`src/tccu_defines.vh`:
```
// Register indices, field positions and reset values of the capture/compare unit
`ifndef TCCU_DEFINES_VH
`define TCCU_DEFINES_VH

// ----------------------------------------------------------------
// Register indices (byte address is four times the index)
// ----------------------------------------------------------------
`define TCCU_IDX_EVENT_FLAGS   8'hC8
`define TCCU_IDX_CMP_SET       8'hC9
`define TCCU_IDX_CMP_CLEAR     8'hCA
`define TCCU_IDX_CMP_TOGGLE    8'hCB
`define TCCU_IDX_CAP0          8'hCC
`define TCCU_IDX_CAP1          8'hCD
`define TCCU_IDX_CAP2          8'hCE
`define TCCU_IDX_CAP3          8'hCF
`define TCCU_IDX_PORT          8'hC4
`define TCCU_IDX_EDGE_SEL      8'hE8
`define TCCU_IDX_CTRL          8'hEA
`define TCCU_IDX_SET_EN        8'hEE
`define TCCU_IDX_RST_TGL_EN    8'hEF

// ----------------------------------------------------------------
// Field positions
// ----------------------------------------------------------------
`define TCCU_FLG_FULL_OVF      7
`define TCCU_FLG_CMP_TOGGLE    6
`define TCCU_FLG_CMP_CLEAR     5
`define TCCU_FLG_CMP_SET       4
`define TCCU_CTRL_FULL_SEL     7
`define TCCU_CTRL_BYTE_SEL     6
`define TCCU_CTRL_BYTE_OVF     4

// ----------------------------------------------------------------
// Reset values
// ----------------------------------------------------------------
`define TCCU_RST_BYTE          8'h00
`define TCCU_RST_WORD          16'h0000

`endif

```
`src/tccu_capture_chan.v`:
```
// One capture channel: edge detection and 16-bit capture latch
`timescale 1ns/10ps
`default_nettype none

module tccu_capture_chan #(
	parameter CNT_W = 16
) (
	// Clock and reset
	input  wire             pclk,
	input  wire             presetn,
	// Edge arming
	input  wire             rise_en,
	input  wire             fall_en,
	// Input and time base
	input  wire             cap_in,
	input  wire [CNT_W-1:0] timer_count,
	// Results
	output reg  [CNT_W-1:0] cap_value_ff,
	output reg              cap_event_ff
);

	reg             last_in_ff;
	wire            armed_edge;

	// Inputs are synchronous, so one stage gives the previous level
	assign armed_edge = (rise_en & cap_in & ~last_in_ff) |
		(fall_en & ~cap_in & last_in_ff);

	always @(posedge pclk or negedge presetn) begin
		if (!presetn) begin
			last_in_ff   <= 1'b0;
			cap_value_ff <= {CNT_W{1'b0}};
			cap_event_ff <= 1'b0;
		end else begin
			last_in_ff   <= cap_in;
			cap_event_ff <= armed_edge;
			if (armed_edge) begin
				cap_value_ff <= timer_count;
			end
		end
	end

endmodule
`default_nettype wire

```
`src/tccu_top.v`:
```
// Capture/compare unit with APB register access
//
// Summary of operation
// - Per channel separate falling and rising arm bits
// - Compare registers checked each count, flag on match
// - First compare match sets enabled port bits 0-5
// - Second compare match clears enabled port bits 0-5
// - Third compare match drives enabled port bits 6-7 to the inverse of their set-enable bit
// - Simultaneous set and clear match: clear wins
// - Compare registers reset to zero on reset
// - Level bit picks value of next toggle
// - Flag register: overflow, compares, captures layout
// - Software port access keeps compare actions intact
// - Byte and full overflow share one request
// - Flags cleared only by software
// - Armed edge latches count and sets flag
// - Unarmed channel never captures nor flags
// - Byte overflow flag and two select bits
`timescale 1ns/10ps
`default_nettype none
`include "tccu_defines.vh"

module tccu_top #(
	parameter CNT_W  = 16,
	parameter ADDR_W = 12
) (
	// Clock and reset
	input  wire              pclk,
	input  wire              presetn,
	// APB slave
	input  wire              psel,
	input  wire              penable,
	input  wire              pwrite,
	input  wire [ADDR_W-1:0] paddr,
	input  wire [31:0]       pwdata,
	output reg  [31:0]       prdata_ff,
	output reg               pready_ff,
	output reg               pslverr_ff,
	// Timer core
	input  wire [CNT_W-1:0]  timer_count,
	input  wire              count_tick,
	// Capture inputs
	input  wire [3:0]        capture_inputs,
	// Port and request
	output reg  [7:0]        port_out_ff,
	output reg               irq_ff
);

	// ----------------------------------------------------------------
	// Registers
	// ----------------------------------------------------------------
	reg  [7:0]       event_flags_ff;
	reg  [7:0]       capture_edge_select_ff;
	reg  [7:0]       port_set_enable_ff;
	reg  [7:0]       port_reset_toggle_enable_ff;
	reg  [7:0]       counter_control_ff;
	reg  [CNT_W-1:0] compare_set_register_ff;
	reg  [CNT_W-1:0] compare_clear_register_ff;
	reg  [CNT_W-1:0] compare_toggle_register_ff;

	reg  [7:0]       nxt_event_flags;
	reg  [7:0]       nxt_port_out;
	reg  [7:0]       nxt_ctrl;
	reg  [31:0]      nxt_rdata;
	reg              nxt_slverr;
	reg              nxt_irq;

	wire [4*CNT_W-1:0] cap_values;
	wire [3:0]         cap_events;

	wire       access;
	wire       wr_en;
	wire       rd_en;
	wire [7:0] idx;
	wire       match_set;
	wire       match_clear;
	wire       match_toggle;
	wire       byte_ovf;
	wire       full_ovf;
	wire       wr_flags;
	wire       wr_ctrl;
	wire       wr_port;

	// ----------------------------------------------------------------
	// Helpers
	// ----------------------------------------------------------------
	function idx_mapped;
		input [7:0] i;
		begin
			case (i)
				`TCCU_IDX_EVENT_FLAGS,
				`TCCU_IDX_CMP_SET,
				`TCCU_IDX_CMP_CLEAR,
				`TCCU_IDX_CMP_TOGGLE,
				`TCCU_IDX_CAP0,
				`TCCU_IDX_CAP1,
				`TCCU_IDX_CAP2,
				`TCCU_IDX_CAP3,
				`TCCU_IDX_PORT,
				`TCCU_IDX_EDGE_SEL,
				`TCCU_IDX_CTRL,
				`TCCU_IDX_SET_EN,
				`TCCU_IDX_RST_TGL_EN: idx_mapped = 1'b1;
				default: idx_mapped = 1'b0;
			endcase
		end
	endfunction

	function [31:0] word16;
		input [CNT_W-1:0] v;
		begin
			word16 = {{(32-CNT_W){1'b0}}, v};
		end
	endfunction

	function wr_hit;
		input       en;
		input [7:0] i;
		input [7:0] target;
		begin
			wr_hit = en & (i == target);
		end
	endfunction

	// ----------------------------------------------------------------
	// Bus decode
	// ----------------------------------------------------------------
	// One wait state keeps pready and prdata straight from flip-flops
	assign access = psel & penable;
	assign wr_en  = access & pready_ff & pwrite;
	assign rd_en  = access & ~pready_ff & ~pwrite;
	assign idx    = paddr[9:2];
	assign wr_flags = wr_hit(wr_en, idx, `TCCU_IDX_EVENT_FLAGS);
	assign wr_ctrl  = wr_hit(wr_en, idx, `TCCU_IDX_CTRL);
	assign wr_port  = wr_hit(wr_en, idx, `TCCU_IDX_PORT);

	// ----------------------------------------------------------------
	// Capture channels
	// ----------------------------------------------------------------
	genvar g;
	generate
		for (g = 0; g < 4; g = g + 1) begin : cap
			tccu_capture_chan #(
				.CNT_W (CNT_W)
			) u_chan (
				.pclk         (pclk),
				.presetn      (presetn),
				.rise_en      (capture_edge_select_ff[2*g]),
				.fall_en      (capture_edge_select_ff[2*g+1]),
				.cap_in       (capture_inputs[g]),
				.timer_count  (timer_count),
				.cap_value_ff (cap_values[g*CNT_W +: CNT_W]),
				.cap_event_ff (cap_events[g])
			);
		end
	endgenerate

	// ----------------------------------------------------------------
	// Compare and overflow events
	// ----------------------------------------------------------------
	// Checked only when the count has moved, so a stalled timer
	// raises one match per value rather than one per cycle
	assign match_set    = count_tick &
		(timer_count == compare_set_register_ff);
	assign match_clear  = count_tick &
		(timer_count == compare_clear_register_ff);
	assign match_toggle = count_tick &
		(timer_count == compare_toggle_register_ff);
	assign byte_ovf = count_tick & (timer_count[7:0] == 8'h00);
	assign full_ovf = count_tick & (timer_count == {CNT_W{1'b0}});

	// ----------------------------------------------------------------
	// Flag updates
	// ----------------------------------------------------------------
	always @* begin
		nxt_event_flags = event_flags_ff;
		nxt_ctrl        = counter_control_ff;
		// Write one to clear; hardware never clears by itself
		if (wr_flags) begin
			nxt_event_flags = event_flags_ff & ~pwdata[7:0];
		end
		if (wr_ctrl) begin
			nxt_ctrl = pwdata[7:0];
			nxt_ctrl[`TCCU_CTRL_BYTE_OVF] =
				counter_control_ff[`TCCU_CTRL_BYTE_OVF] &
				~pwdata[`TCCU_CTRL_BYTE_OVF];
		end
		// Set after clear so a same-cycle event is never lost
		nxt_event_flags[3:0] = nxt_event_flags[3:0] | cap_events;
		if (match_set) begin
			nxt_event_flags[`TCCU_FLG_CMP_SET] = 1'b1;
		end
		if (match_clear) begin
			nxt_event_flags[`TCCU_FLG_CMP_CLEAR] = 1'b1;
		end
		if (match_toggle) begin
			nxt_event_flags[`TCCU_FLG_CMP_TOGGLE] = 1'b1;
		end
		if (full_ovf) begin
			nxt_event_flags[`TCCU_FLG_FULL_OVF] = 1'b1;
		end
		if (byte_ovf) begin
			nxt_ctrl[`TCCU_CTRL_BYTE_OVF] = 1'b1;
		end
	end

	// ----------------------------------------------------------------
	// Port output
	// ----------------------------------------------------------------
	integer k;
	always @* begin
		nxt_port_out = port_out_ff;
		// Software value first, compare actions then applied over it
		if (wr_port) begin
			nxt_port_out = pwdata[7:0];
		end
		for (k = 0; k < 6; k = k + 1) begin
			if (match_set && port_set_enable_ff[k]) begin
				nxt_port_out[k] = 1'b1;
			end
			// Placed after set so a double match ends low
			if (match_clear && port_reset_toggle_enable_ff[k]) begin
				nxt_port_out[k] = 1'b0;
			end
		end
		for (k = 6; k < 8; k = k + 1) begin
			if (match_toggle && port_reset_toggle_enable_ff[k]) begin
				nxt_port_out[k] = ~port_set_enable_ff[k];
			end
		end
	end

	// ----------------------------------------------------------------
	// Request
	// ----------------------------------------------------------------
	// Overflows pass only when selected; capture and compare always do
	always @* begin
		nxt_irq = |event_flags_ff[6:0];
		if (event_flags_ff[`TCCU_FLG_FULL_OVF] &&
			counter_control_ff[`TCCU_CTRL_FULL_SEL]) begin
			nxt_irq = 1'b1;
		end
		if (counter_control_ff[`TCCU_CTRL_BYTE_OVF] &&
			counter_control_ff[`TCCU_CTRL_BYTE_SEL]) begin
			nxt_irq = 1'b1;
		end
	end

	// ----------------------------------------------------------------
	// Read mux
	// ----------------------------------------------------------------
	always @* begin
		nxt_rdata  = 32'h00000000;
		nxt_slverr = ~idx_mapped(idx);
		case (idx)
			`TCCU_IDX_EVENT_FLAGS: nxt_rdata[7:0] = event_flags_ff;
			`TCCU_IDX_CMP_SET:
				nxt_rdata = word16(compare_set_register_ff);
			`TCCU_IDX_CMP_CLEAR:
				nxt_rdata = word16(compare_clear_register_ff);
			`TCCU_IDX_CMP_TOGGLE:
				nxt_rdata = word16(compare_toggle_register_ff);
			`TCCU_IDX_CAP0: nxt_rdata = word16(cap_values[0*CNT_W +: CNT_W]);
			`TCCU_IDX_CAP1: nxt_rdata = word16(cap_values[1*CNT_W +: CNT_W]);
			`TCCU_IDX_CAP2: nxt_rdata = word16(cap_values[2*CNT_W +: CNT_W]);
			`TCCU_IDX_CAP3: nxt_rdata = word16(cap_values[3*CNT_W +: CNT_W]);
			`TCCU_IDX_PORT: nxt_rdata[7:0] = port_out_ff;
			`TCCU_IDX_EDGE_SEL: nxt_rdata[7:0] = capture_edge_select_ff;
			`TCCU_IDX_CTRL: nxt_rdata[7:0] = counter_control_ff;
			`TCCU_IDX_SET_EN: nxt_rdata[7:0] = port_set_enable_ff;
			`TCCU_IDX_RST_TGL_EN:
				nxt_rdata[7:0] = port_reset_toggle_enable_ff;
			default: nxt_rdata = 32'h00000000;
		endcase
	end

	// ----------------------------------------------------------------
	// Bus handshake
	// ----------------------------------------------------------------
	always @(posedge pclk or negedge presetn) begin
		if (!presetn) begin
			pready_ff  <= 1'b0;
			pslverr_ff <= 1'b0;
			prdata_ff  <= 32'h00000000;
		end else begin
			pready_ff  <= access & ~pready_ff;
			pslverr_ff <= access & ~pready_ff & nxt_slverr;
			if (rd_en) begin
				prdata_ff <= nxt_rdata;
			end
		end
	end

	// ----------------------------------------------------------------
	// Software registers
	// ----------------------------------------------------------------
	always @(posedge pclk or negedge presetn) begin
		if (!presetn) begin
			capture_edge_select_ff      <= `TCCU_RST_BYTE;
			port_set_enable_ff          <= `TCCU_RST_BYTE;
			port_reset_toggle_enable_ff <= `TCCU_RST_BYTE;
			compare_set_register_ff     <= `TCCU_RST_WORD;
			compare_clear_register_ff   <= `TCCU_RST_WORD;
			compare_toggle_register_ff  <= `TCCU_RST_WORD;
		end else if (wr_en) begin
			case (idx)
				`TCCU_IDX_EDGE_SEL:
					capture_edge_select_ff <= pwdata[7:0];
				`TCCU_IDX_SET_EN:
					port_set_enable_ff <= pwdata[7:0];
				`TCCU_IDX_RST_TGL_EN:
					port_reset_toggle_enable_ff <= pwdata[7:0];
				`TCCU_IDX_CMP_SET:
					compare_set_register_ff <= pwdata[CNT_W-1:0];
				`TCCU_IDX_CMP_CLEAR:
					compare_clear_register_ff <= pwdata[CNT_W-1:0];
				`TCCU_IDX_CMP_TOGGLE:
					compare_toggle_register_ff <= pwdata[CNT_W-1:0];
				default: begin
				end
			endcase
		end
	end

	// ----------------------------------------------------------------
	// Flags, port and request
	// ----------------------------------------------------------------
	always @(posedge pclk or negedge presetn) begin
		if (!presetn) begin
			event_flags_ff     <= `TCCU_RST_BYTE;
			counter_control_ff <= `TCCU_RST_BYTE;
			port_out_ff        <= `TCCU_RST_BYTE;
			irq_ff             <= 1'b0;
		end else begin
			event_flags_ff     <= nxt_event_flags;
			counter_control_ff <= nxt_ctrl;
			port_out_ff        <= nxt_port_out;
			irq_ff             <= nxt_irq;
		end
	end

endmodule
`default_nettype wire

```
`config.mk`:
```
export PLATFORM = sky130hd
export DESIGN_NAME = tccu_top
export DESIGN_NICKNAME = d
export VERILOG_FILES = /design/src/tccu_capture_chan.v /design/src/tccu_top.v
export VERILOG_INCLUDE_DIRS = /design/src
export SDC_FILE = /design/constraint.sdc
export NUM_CORES = 1
export LEC_CHECK = 0
export ABC_AREA = 1
export ABC_CLOCK_PERIOD_IN_PS = 1250
export BUFFER_PORTS_ARGS = -buffer_cell sky130_fd_sc_hd__buf_2
export CAP_MARGIN = 20
export CELL_PAD_IN_SITES_DETAIL_PLACEMENT = 1
export CELL_PAD_IN_SITES_GLOBAL_PLACEMENT = 1
export CORE_MARGIN = 3
export CORE_UTILIZATION = 39
export DETAILED_ROUTE_END_ITERATION = 16
export PLACE_DENSITY = 0.79
export SLEW_MARGIN = 20
export SYNTH_ARGS = -nofsm -noshare
export SYNTH_HDL_FRONTEND = slang
export SYNTH_SLANG_ARGS = --single-unit
```
`constraint.sdc`:
```
create_clock -name pclk -period 1.25 [get_ports pclk]
set_input_delay 0.1875 -clock pclk [delete_from_list [all_inputs] [get_ports pclk]]
set_output_delay 0.1875 -clock pclk [all_outputs]
set_load 0.01 [all_outputs]
```
==> summary.txt <==
Status
  • Status: finished, violations left
  • Failing checks: negative setup slack

Timing
  • FMAX: 596 MHz
  • Slew @ Worst Pin: 540 ps
  • Worst clock skew: 12.5 ps
  • Period utilisation layout: 1.34
  • Post-route minimum period: 1680 ps
  • Slew margin rel.: 0.640
  • Final slew viol count: 0
  • Final worst-path setup slack: -429 ps
  • Final hold violations: 0
  • # setup viols final: 147
  • RSZ-0062 raised after global routing: yes

Power and ir drop
  • Switch share: 0.301
  • Internal power: 9290 uW
  • Comb pwr share: 0.107
  • Pwr dens: 915 nW/um2
  • Pwr Total: about 13000 uW
  • Sw Pwr: 4000 uW
  • Part of the power in registers: 0.472
  • Clock Power Share: 0.421
  • IR drop worst, VDD: 0.645 mV
  • Static Leak: 0.00738 uW

Synth
  • Mux share of post-synthesis cell area: 0.00231
  • Top cell type's share of synthesized area: 0.479
  • Adder-cell area share of the yosys netlist: 0
  • Synthesis-stage register bit count: 187
  • Largest cells by area after synthesis: dfrtp_1 48%, nand2_1 14%, nand3_1 5.7%
  • Synth cell types: 34
  • Syn Area/Cell: a little under 8 um2
  • Synth warn: 0
  • Sequential share of the synthesized area: 0.479
  • Synthesized area: 9760 um2
  • Syn Inst Count: 1268
  • Yosys top cell by area: dfrtp_1
  • Largest family of logic cells by synthesized area: simple AND/OR/NAND/NOR gates
  • Post-synthesis simple-gate area fraction: 0.299
  • Synth Area in Compound Gates: 0.106
  • Xor/xnor share of the synthesized area: 0.0152

Die
  • Core area: ~24000 um2
  • Die ar.: about 27000 um2
  • Die Y: 164 um
  • # rows: 57
  • Initial Util: 0.399
  • Die Span X: approximately 160 um
  • Boundary pin count: 113

Critical path
  • Crit Path Max Fanout: 7
  • Crit end category: flip-flop
  • Worst r2r src: compare_set_register_ff[14]$_DFFE_PN0P_
  • Worst endpoint required time: 1650 ps
  • Crit path DAT: 2080 ps
  • Reg2Reg Setup Slack: -430 ps
  • Reg2reg path depth: 10
  • CP Class: flip-flop to flip-flop
  • Startpoint types: flip-flop
  • Crit Reg-Reg Endpoint: event_flags_ff[4]$_DFFE_PN0P_

Min path
  • Min-Delay Path Class: input pin to flip-flop
  • Hold Path Origin: capture_inputs[2]
  • WHS Endpoint: cap[2].u_chan.last_in_ff$_DFF_PN0_
  • Hold depth: 1

Clock network
  • Clock Sinks: between 150 and 200
  • CTS H-Tree Depth: 4
  • Total CTS buffers: 17
  • Clock Tree Root: clkbuf_16
  • TritonCTS clock tree: built
  • Clk buf depth: 2
  • CTS clk-pin slew, worst paths: 80 ps
  • Clock Latency Late Sink: ~470 ps

Placed design
  • GP Congestion: between 0.9 and 1
  • Port Buffers: 76
  • Placement-stage cell area: between 10000 and 15000 um2
  • Pre-CTS WS: -411 ps
  • Final HPWL DP: 26200 um

GRT
  • Grt total ovfl: 0
  • Initial antenna violation count: 2
  • GR Util All Layers: 0.299
  • Vias in the first global route: between 10000 and 15000
  • First-pass GRT wire length: around 61000 um
  • Largest net degree at the start of global routing: 44

Cells and area
  • Nets@finish: about 1600
  • # fillers: around 2800
  • Post-route cell area: 14500 um2
  • Layout cell share with drive strength beyond 1: 0.407
  • Syn-to-layout area delta: 48.7%
  • Utilization after layout: 0.594

Run
  • Max Cap Violations: 0

Routing
  • Routed WL: approximately 54000 um
  • Detailed-route via count: 11712
  • Vias per cell: 6.19
  • WL per Instance: 28.8 um
  • 1st-iter DRT viols: 1553
  • Post-DRT Antenna Nets: 0
  • TritonRoute pass-1 iters: 6
  • Residual DRC: 0
==> cell type report <==
class                           count  area [um2]  share of cell area
Sequential cell                   187        4690               0.323
Clock inverter                     14         131             0.00905
Inverter                          138         528              0.0364
Clock buffer                       18         429              0.0296
Multi-Input combinational cell    890        5340               0.368
Tap cell                          324         405              0.0279
Timing Repair inverter              1        11.3            0.000776
Antenna cell                        1        2.50            0.000172
Timing Repair Buffer              319        2980               0.205
==> per-stage QoR <==
stage,instances,TNS (ps),hold WS (ps)
5_1_grt,1891,-29610,13.1
2_1_floorplan,1283,-1730,-108
4_1_cts,1848,-8520,18.9
3_5_place_dp,1792,-33560,130
3_3_place_gp,1792,-29150,134
6_report,1892,-24970,4.70
==> cells by family after synthesis <==
| group | Yosys count |
|---|---|
| and+or+nand+nor | 662 |
| AOI/OAI and AO/OA | 193 |
| DFF | 187 |
| muxes | 2 |
| xor gates and xnor gates | 17 |
| buffers and inverters | 206 |
| other | 1 |
==> power by group through the flow <==
stage               Combinational, uW  Sequential (uW)  Clock (uW)
global placement                 1060             6350           0
global route                     1480             6280        5800
floorplan                         484             6340           0
detailed placement               1090             6360           0
CTS                              1160             6250        5370
finish                           1420             6270        5600
==> repair_timing <==
item,CTS,global route
pin swaps,40,48
resized for setup,96,304
hold buffers,5,0
buffers inserted,21,30
gates cloned,1,16
hold endpoints to repair,77,0
endpoints found under the setup margin,135,139
==> metal layers <==
metal,global-route usage,vias to the layer above,part of all wire
met2,0.480,1006,0.46
met3,0.0588,342,0.10
met5,0,-,0.00039
met1,0.399,5771,0.36
met4,0.120,4,0.079
li1,-,4589,-
==> critical path, cell delays in order (launching register included) <==
cell and delay (ps):
dfrtp_1 400, inv_1 100, nand2_1 70, nand2_1 90, nor2_1 120, nand3b_1 150
nor2_2 140, buf_6 170, buf_4 140, nand2_2 120, nand2_2 110
==> worst max-delay path by stage <==
stage	start	to	slack [ps]	cells after the start
6_report	compare_set_register_ff[14]$_DFFE_PN0P_	event_flags_ff[4]$_DFFE_PN0P_	-430	10
2_1_floorplan	pready_ff$_DFF_PN0_	port_out_ff[5]$_DFFE_PN0P_	-110	8
3_5_place_dp	paddr[6]	prdata_ff[1]$_DFFE_PN0P_	-410	13
4_1_cts	compare_set_register_ff[13]$_DFFE_PN0P_	port_out_ff[2]$_DFFE_PN0P_	-170	11
5_1_grt	compare_set_register_ff[11]$_DFFE_PN0P_	port_out_ff[2]$_DFFE_PN0P_	-520	11
3_3_place_gp	paddr[7]	prdata_ff[9]$_DFFE_PN0P_	-360	13
==> cell usage in the layout, fill, tap and decap left out, drive strengths merged <==
cell / count
nand3b: 7
inv: 144
conb: 16
and2: 2
xor2: 4
diode: 1
xnor2: 13
dfrtp: 187
o31a: 1
nand3: 118
nand2: 379
nor2: 130
a21oi: 55
dlymetal6s4s: 2
clkinvlp: 2
nand4: 15
nor3: 5
o21ai: 129
clkbuf: 31
dlygate4sd3: 3
buf: 301
o22ai: 8
clkinv: 7
mux2: 2
nor4: 5
or2: 1
==> registers in the layout, summed over array words and instances (netlist names) <==
name                         count
cap.u_chan.cap_value_ff         64
compare_clear_register_ff       16
compare_set_register_ff         16
compare_toggle_register_ff      16
prdata_ff                       16
capture_edge_select_ff           8
counter_control_ff               8
event_flags_ff                   8
port_out_ff                      8
port_reset_toggle_enable_ff      8
port_set_enable_ff               8
cap.u_chan.cap_event_ff          4
cap.u_chan.last_in_ff            4
irq_ff                           1
pready_ff                        1
pslverr_ff                       1
==> cells in the mapped netlist <==
| cell | count |
|---|---|
| nand2_1 | 368 |
| nand3_2 | 7 |
| o22ai_1 | 8 |
| nor2_1 | 118 |
| nor3_1 | 5 |
| and2_1 | 2 |
| buf_6 | 10 |
| xor2_1 | 4 |
| mux2_2 | 2 |
| nand3_1 | 111 |
| clkinv_1 | 1 |
| o31a_1 | 1 |
| buf_2 | 17 |
| nor4_1 | 5 |
| dfrtp_1 | 187 |
| a21oi_1 | 55 |
| xnor2_1 | 13 |
| nor2_8 | 4 |
| o21ai_0 | 60 |
| clkbuf_1 | 17 |
| nand2_4 | 6 |
| clkbuf_2 | 2 |
| buf_4 | 22 |
| nand2_2 | 5 |
| nor2_4 | 3 |
| conb_1 | 1 |
| o21ai_1 | 53 |
| nand4_1 | 15 |
| nor2_2 | 5 |
| o21ai_2 | 16 |
| inv_2 | 6 |
| or2_2 | 1 |
| inv_1 | 131 |
| nand3b_1 | 7 |
Note: power is estimated with default switching activity, not from simulation.
